[src/verilog/servo_alarm_regs.vh]
// constants for the servo alarm reporting block
`ifndef SERVO_ALARM_REGS_VH
`define SERVO_ALARM_REGS_VH
// alarm code patterns, bit0 = line 1, bit1 = line 2, bit2 = line 3
`define CODE_ALL_OFF 3'h0
`define CODE_OVERCURRENT 3'h1
`define CODE_REGEN 3'h3
`define CODE_OVERVOLTAGE 3'h4
// source index positions in the fault vector
`define SRC_PARAM_CORRUPT 0
`define SRC_MAIN_DETECT 1
`define SRC_PARAM_SETTING 2
`define SRC_MOTOR_MISMATCH 3
`define SRC_OVERCURRENT 4
`define SRC_REGEN_DAMAGE 5
`define SRC_REGEN_OVERLOAD 6
`define SRC_SUPPLY_SETTING 7
`define SRC_OVERVOLTAGE 8
`define NUM_SOURCES 9
// sources that only a power cycle may clear
`define POWER_ONLY_MASK 9'h015
// servo-on source setting that forces the drive on
`define SERVO_ON_ALWAYS 4'h7
`endif

[src/verilog/input_sync.v]
// two-flop synchroniser for a vector of pin inputs
`timescale 1ns/1ps
module input_sync #(
	parameter WIDTH = 1
) (
	input wire i_ref_clk,
	input wire i_rst_n,
	input wire [WIDTH-1:0] i_async,
	output reg [WIDTH-1:0] o_sync
);
	reg [WIDTH-1:0] stage1;
	always @(posedge i_ref_clk or negedge i_rst_n) begin
		if (!i_rst_n) begin
			stage1 <= {WIDTH{1'b0}};
			o_sync <= {WIDTH{1'b0}};
		end else begin
			stage1 <= i_async;
			o_sync <= stage1;
		end
	end
endmodule

[src/verilog/servo_alarm_reporting.v]
// fault latching, coding and cancellation, and unlatched warning reporting, for a servo drive
`timescale 1ns/1ps
`include "servo_alarm_regs.vh"
// Contract
// - On any error the block raises the alarm, drives its code, turns off the power stage and shows it.
// - On a warning the block raises the warning flag and code and shows it while the drive keeps running.
// - Warning flag and warning code appear only when their configuration settings enable them.
// - An alarm is cleared by the reset input, by a power cycle, or by the reset key or both arrow keys.
// - Parameter corruption, parameter setting error and overcurrent clear only by a power cycle.
// - With run active or servo-on forced by setting 7 the drive resumes right after the alarm clears.
// - A failed parameter checksum raises an alarm with all three code lines off.
// - Main circuit detection error, parameter setting error and motor mismatch code all lines off.
// - Overcurrent codes line one on, lines two and three off.
// - Regeneration damage, regeneration overload and supply setting mismatch code lines one and two on.
// - Overvoltage codes lines one and two off and line three on.
// - The alarm flag is off while an alarm is active and on only when the drive is fault-free.
module servo_alarm_reporting (
	input wire i_ref_clk,
	input wire i_nrst,
	input wire [`NUM_SOURCES-1:0] i_fault_detect,
	input wire i_warn_detect,
	input wire [2:0] i_warn_code,
	input wire i_alarm_reset,
	input wire i_key_reset,
	input wire i_key_up,
	input wire i_key_down,
	input wire i_run,
	input wire [3:0] i_servo_on_source_select,
	input wire i_caution_output_select,
	input wire i_caution_code_enable,
	output reg o_fault_flag_out,
	output reg o_fault_code_line_1,
	output reg o_fault_code_line_2,
	output reg o_fault_code_line_3,
	output reg o_caution_flag_out,
	output reg o_power_stage_enable,
	output reg o_display_alarm,
	output reg o_display_warning,
	output reg [3:0] o_display_source
);
	localparam ST_IDLE = 2'b01;
	localparam ST_ALARM = 2'b10;

	reg rst_meta;
	reg rst_n;
	always @(posedge i_ref_clk or negedge i_nrst) begin
		if (!i_nrst) begin
			rst_meta <= 1'b0;
			rst_n <= 1'b0;
		end else begin
			rst_meta <= 1'b1;
			rst_n <= rst_meta;
		end
	end

	localparam SW = `NUM_SOURCES + 10;
	wire [SW-1:0] sync_in;
	wire [SW-1:0] sync_out;
	assign sync_in = {i_fault_detect, i_warn_detect, i_warn_code, i_alarm_reset, i_key_reset, i_key_up,
		i_key_down, i_run, i_caution_output_select};
	input_sync #(.WIDTH(SW)) u_sync (
		.i_ref_clk(i_ref_clk),
		.i_rst_n(rst_n),
		.i_async(sync_in),
		.o_sync(sync_out)
	);
	wire [`NUM_SOURCES-1:0] faults = sync_out[SW-1:10];
	wire warn_s = sync_out[9];
	wire [2:0] warn_code_s = sync_out[8:6];
	wire reset_in_s = sync_out[5];
	wire key_reset_s = sync_out[4];
	wire key_up_s = sync_out[3];
	wire key_down_s = sync_out[2];
	wire run_s = sync_out[1];
	wire caution_sel_s = sync_out[0];

	// settings rarely change but still come from pins, so they take the same two-flop path
	wire [4:0] cfg_in;
	wire [4:0] cfg_out;
	assign cfg_in = {i_servo_on_source_select, i_caution_code_enable};
	input_sync #(.WIDTH(5)) u_cfg_sync (
		.i_ref_clk(i_ref_clk),
		.i_rst_n(rst_n),
		.i_async(cfg_in),
		.o_sync(cfg_out)
	);
	wire [3:0] servo_on_sel_s = cfg_out[4:1];
	wire code_enable_s = cfg_out[0];

	// code pattern for one source
	function [2:0] code_of;
		input [3:0] src;
		begin
			case (src)
				`SRC_OVERCURRENT: code_of = `CODE_OVERCURRENT;
				`SRC_REGEN_DAMAGE, `SRC_REGEN_OVERLOAD, `SRC_SUPPLY_SETTING: code_of = `CODE_REGEN;
				`SRC_OVERVOLTAGE: code_of = `CODE_OVERVOLTAGE;
				default: code_of = `CODE_ALL_OFF;
			endcase
		end
	endfunction

	// lowest index wins when several faults arrive together
	reg [3:0] first_src;
	integer k;
	always @* begin
		first_src = 4'h0;
		for (k = `NUM_SOURCES - 1; k >= 0; k = k - 1) begin
			if (faults[k]) begin
				first_src = k[3:0];
			end
		end
	end

	reg [1:0] state;
	reg [1:0] next_state;
	reg [3:0] alarm_src;
	reg cancel_prev;
	wire any_fault = |faults;
	// level-to-edge so a held reset button cancels only once
	wire cancel_level = reset_in_s | key_reset_s | (key_up_s & key_down_s);
	wire cancel_edge = cancel_level & ~cancel_prev;
	wire [`NUM_SOURCES-1:0] power_only = `POWER_ONLY_MASK;
	wire src_power_only = power_only[alarm_src];
	wire cancel_ok = cancel_edge & ~src_power_only;
	wire servo_req = run_s | (servo_on_sel_s == `SERVO_ON_ALWAYS);
	wire warn_shown = warn_s & caution_sel_s;
	wire warn_code_shown = warn_s & code_enable_s;

	always @* begin
		next_state = state;
		case (state)
			ST_IDLE: begin
				if (any_fault) begin
					next_state = ST_ALARM;
				end
			end
			ST_ALARM: begin
				// a cancel is ignored while any fault is still present; the alarm and its source stay latched
				if (cancel_ok & ~any_fault) begin
					next_state = ST_IDLE;
				end
			end
			default: next_state = ST_IDLE;
		endcase
	end

	reg [2:0] next_code;
	always @* begin
		if (next_state == ST_ALARM) begin
			next_code = code_of(next_state != state ? first_src : alarm_src);
		end else if (warn_code_shown) begin
			next_code = warn_code_s;
		end else begin
			next_code = `CODE_ALL_OFF;
		end
	end

	// next output values, registered below so every port leaves a flop
	reg next_fault_flag;
	reg next_caution_flag;
	reg next_power_stage;
	reg next_display_alarm;
	reg next_display_warning;
	reg [3:0] next_display_source;
	always @* begin
		next_fault_flag = (next_state == ST_IDLE);
		// caution flag drops in alarm so a host cannot read it as the only fault sign
		next_caution_flag = (next_state == ST_IDLE) & warn_shown;
		// warnings keep the stage on; resume is immediate after clear
		next_power_stage = (next_state == ST_IDLE) & servo_req;
		next_display_alarm = (next_state == ST_ALARM);
		next_display_warning = (next_state == ST_IDLE) & warn_s;
		next_display_source = (state == ST_IDLE) ? first_src : alarm_src;
	end

	// fault state and cancel edge history
	always @(posedge i_ref_clk or negedge rst_n) begin
		if (!rst_n) begin
			state <= ST_IDLE;
			alarm_src <= 4'h0;
			cancel_prev <= 1'b0;
		end else begin
			state <= next_state;
			cancel_prev <= cancel_level;
			if (state == ST_IDLE && next_state == ST_ALARM) begin
				alarm_src <= first_src;
			end
		end
	end

	// code lines, shared by alarm and warning codes
	always @(posedge i_ref_clk or negedge rst_n) begin
		if (!rst_n) begin
			o_fault_code_line_1 <= 1'b0;
			o_fault_code_line_2 <= 1'b0;
			o_fault_code_line_3 <= 1'b0;
		end else begin
			o_fault_code_line_1 <= next_code[0];
			o_fault_code_line_2 <= next_code[1];
			o_fault_code_line_3 <= next_code[2];
		end
	end

	// flags, power stage and display
	always @(posedge i_ref_clk or negedge rst_n) begin
		if (!rst_n) begin
			o_fault_flag_out <= 1'b0;
			o_caution_flag_out <= 1'b0;
			o_power_stage_enable <= 1'b0;
			o_display_alarm <= 1'b0;
			o_display_warning <= 1'b0;
			o_display_source <= 4'h0;
		end else begin
			o_fault_flag_out <= next_fault_flag;
			o_caution_flag_out <= next_caution_flag;
			o_power_stage_enable <= next_power_stage;
			o_display_alarm <= next_display_alarm;
			o_display_warning <= next_display_warning;
			o_display_source <= next_display_source;
		end
	end
endmodule

[config.mk]
export PLATFORM = sky130hd
export DESIGN_NAME = servo_alarm_reporting
export DESIGN_NICKNAME = d
export VERILOG_FILES = /design/src/verilog/input_sync.v /design/src/verilog/servo_alarm_reporting.v
export VERILOG_INCLUDE_DIRS = /design/src /design/src/verilog
export SDC_FILE = /design/constraint.sdc
export NUM_CORES = 1
export LEC_CHECK = 0
export ABC_CLOCK_PERIOD_IN_PS = 2600
export BUFFER_PORTS_ARGS = -buffer_cell sky130_fd_sc_hd__buf_2
export CAP_MARGIN = 40
export CORE_MARGIN = 3
export CORE_UTILIZATION = 54
export CTS_CLUSTER_SIZE = 12
export DETAILED_ROUTE_END_ITERATION = 8
export PLACE_DENSITY = 0.76
export SLEW_MARGIN = 30
export SYNTH_ARGS = -nofsm -noshare
export SYNTH_HDL_FRONTEND = slang
export SYNTH_SLANG_ARGS = --single-unit
[constraint.sdc]
create_clock -name i_ref_clk -period 2.6 [get_ports i_ref_clk]
set_clock_uncertainty 0.15 [all_clocks]
set_input_delay 0.52 -clock i_ref_clk [delete_from_list [all_inputs] [get_ports i_ref_clk]]
set_output_delay 0.52 -clock i_ref_clk [all_outputs]
set_load 0.01 [all_outputs]
==> metrics <==
Hold Fails Final Rpt=0; grt ovf=0; M1 GR Usage=21.07%; post-synthesis simple-gate area fraction=8.670%; Clock Root Buffer=clkbuf_8; Die Wd=71.60 µm; Clock transition at path regs=0.07 ns; DR WL/cell=16.06 µm; sequential share of power=46.7%; crit path launch type=flip-flop; Net Switching=0.8289 mW; Synth Area in XOR/XNOR=0%; library cells used by synthesis=41; Crit Path Max Fanout=8; PortBufs=37; Area Growth Syn to Fin=19.71%; Buf/Inv on CP=1; Combinational Power Share=23.4%; Die ar.=0.005126 mm²; type of the worst setup path=reg2reg; Via Count=1324; P_int=1.978 mW; Worst VDD drop=0.0005755 V; Tot GR Track Use=18.66%; largest net degree at the start of global routing=31; number of global-route vias before repair=1481; Area contributors post-synth=dfrtp_1 (73%), mux2_4 (2.6%), mux2_2 (1.9%); number of synthesized flops with an enable pin=0; WP data required=2.67 ns; Via density=5.275; fin nets=224; largest family of logic cells by synthesized area=simple AND/OR/NAND/NOR gates; Mapped Area=0.002323 mm²; core area=0.004086 mm²; Global Route met3 Usage=5.189%; CP Data Arrival Time=2.59 ns; Slowest Stage Delay on Critical Path=0.60 ns; mux contribution to synthesized area=5.816%; YS warnings=0; Post-CTS Setup Inserts=0; total CTS buffers=9; minimum clock period=2.516 ns; adder-cell area share of the yosys netlist=1.077%; worst skew pair latency=0.34 ns; Setup Viol. Count Final=0; Synth Flop Type=dfrtp_1; mean post-synth cell area=15.81 µm²; CTS Buffer Depth=2; final instance area=0.002781 mm²; gpl congestion=0.8473; f_max=397.5 MHz; final cycle utilization of the critical path=96.77%; Synth top area share=73.24%; Max Cap Viol=0; Max stage delay cell, worst path=dfstp_2; Synth Area in Compound Gates=7.754%; Post-DRT Antenna Nets=0; outcome=finished clean; Worst Tran Pin Value=0.6304 ns; RSZ-0062 raised after global routing=false; Clk pwr share=29.8%; sum of negative setup slack=0 ns; cell taking the most area after synthesis=dfrtp_1; Final Max Tran Viols=0; # fillers=291; critical-path cell list=inv_1 > ha_1 > a21oi_1 > o41ai_4 > nor2_2 > o21ai_4 > nor2_4 > mux2_4; leak pwr=1.378 nW; drt pass-1 iters=4; layout cell share with drive strength beyond 1=36.32%; Clock Sinks=69; global-route wire length before repair=6.913 mm; Setup crit end kind=flip-flop; Post-synth ARST share=100.0%; Rows=23; Starting Density=56.86%; met2 usage in global routing=30.51%; Post-Synthesis Net Count=175; H-tree levels=3; relative slew slack=57.97%; die height=71.60 µm; #FFs+latches synth=69; post-synthesis sequential area ratio=74.37%; delay-heaviest family, CP=flip-flops; Hold Crit Class=in2reg; Pwr Total=2.807 mW; initial antenna violation count=0; busiest layer in global routing=met2; CTS tree=yes; Area after DPL=0.002575 mm²; Switching Fraction=29.53%; DRC Markers=0; number of diodes=0; I/O pins=38; Detail Placement HPWL=2.726 mm; 1st-iter DRT viols=67; Total Routed Length=4.030 mm; Syn Inst Count=147; Cell Pwr Density=1009 mW/mm²
-- cell type report --
type / instances / area (µm²) / area share, %
Multi-Input combinational cell: 67 / 549.3 / 19.75
Tap cell: 50 / 62.56 / 2.249
Clock inverter: 4 / 47.55 / 1.709
Sequential cell: 69 / 1729 / 62.17
Inverter: 8 / 30.03 / 1.080
Timing Repair Buffer: 41 / 217.7 / 7.827
Clock buffer: 12 / 145.1 / 5.218
-- cells by family (layout without fill, tap and decap cells) --
family                   after synthesis  count (layout)
AO/OA/AOI/OAI                         21              21
adder cells (fa/ha/maj)                2               2
buffers and inverters                 11              65
flip-flops                            69              69
multiplexers                          11              11
other                                  1               1
AND/OR/NAND/NOR                       32              32
-- worst reg2reg max path: stages, from the launching register on --
cell,delay (ns)
dfstp_2,0.60
inv_1,0.08
ha_1,0.34
a21oi_1,0.26
o41ai_4,0.15
nor2_2,0.19
o21ai_4,0.13
nor2_4,0.19
mux2_4,0.31
-- layout by cell type (no fill, tap or decap), types with 3 or more instances in the layout --
cell / count
nor2_1: 5
buf_2: 37
nand2_1: 3
dfrtp_1: 67
nand4_1: 3
mux2_4: 4
mux2_2: 4
buf_4: 3
a21oi_1: 4
mux2i_1: 3
inv_1: 7
o21ai_1: 4
clkbuf_8: 10
nor3_1: 6
-- layer usage --
| layer | share of wire, % | vias to the layer above |
|---|---|---|
| li1 | - | 598 |
| met1 | 37 | 659 |
| met2 | 54 | 54 |
| met3 | 6.2 | 13 |
| met4 | 3.4 | 0 |
| met5 | 0 | - |
-- flip-flops by register name, summed over array words and instances (netlist names), 2 cells and up --
register and count:
u_cfg_sync.o_sync 5, u_sync.o_sync 19, alarm_src 4, o_display_source 4, u_cfg_sync.stage1 5, u_sync.stage1 19
state 2
-- worst paths after layout --
kind | cells past startpoint | startpoint | end | slack [ns]
worst min-delay path | 1 | i_servo_on_source_select[0] | u_cfg_sync.stage1[1]$_DFF_PN0_ | 0.13
min in group asynchronous | 0 | rst_n$_DFF_PN0_ | u_sync.o_sync[6]$_DFF_PN0_ | 0.14
max in group asynchronous | 1 | rst_n$_DFF_PN0_ | o_display_alarm$_DFF_PN0_ | 1.42
worst max register to register | 8 | state[0]$_DFF_PN1_ | alarm_src[1]$_DFFE_PN0P_ | 0.08
worst max-delay path | 8 | state[0]$_DFF_PN1_ | alarm_src[1]$_DFFE_PN0P_ | 0.08
worst min register to register | 0 | rst_n$_DFF_PN0_ | u_sync.o_sync[6]$_DFF_PN0_ | 0.14
-- power by group through the flow --
stage / sequential (mW) / combinational [mW] / clock (mW)
6_report: 1.31 / 0.658 / 0.838
5_1_grt: 1.33 / 0.704 / 0.901
4_1_cts: 1.31 / 0.649 / 0.858
3_5_place_dp: 1.33 / 0.639 / 0
3_3_place_gp: 1.32 / 0.598 / 0
2_1_floorplan: 1.34 / 0.426 / 0
-- cell usage after synthesis (2+ instances only) --
library cell / count
inv_1: 7
a21oi_1: 4
dfrtp_1: 68
o21ai_1: 4
nand4_1: 3
ha_1: 2
mux2_4: 4
mux2i_1: 3
a211o_1: 2
mux2_2: 4
nor2_1: 5
nor3_1: 6
nor2b_1: 2
o21a_1: 2
and2_1: 2
nand2_1: 3
a21o_1: 2
-- per-stage QoR --
step,worst slack (ns),hold slack (ns),util [%],instances
after floorplan,0.3654,0.07441,-,147
after global placement,0.2772,0.1351,63.01,234
after detailed placement,0.1363,0.1569,63.01,234
after CTS,0.1016,0.1202,67.97,251
after global routing,0.002280,0.1157,68.06,251
final,0.08397,0.1329,68.06,251
-- repair_timing --
action,in CTS,in global routing
hold endpoints to repair,2,0
hold buffers,1,0
gates resized for setup,0,1
endpoints found under the setup margin,0,4
Power figures use the tool's default switching activity.
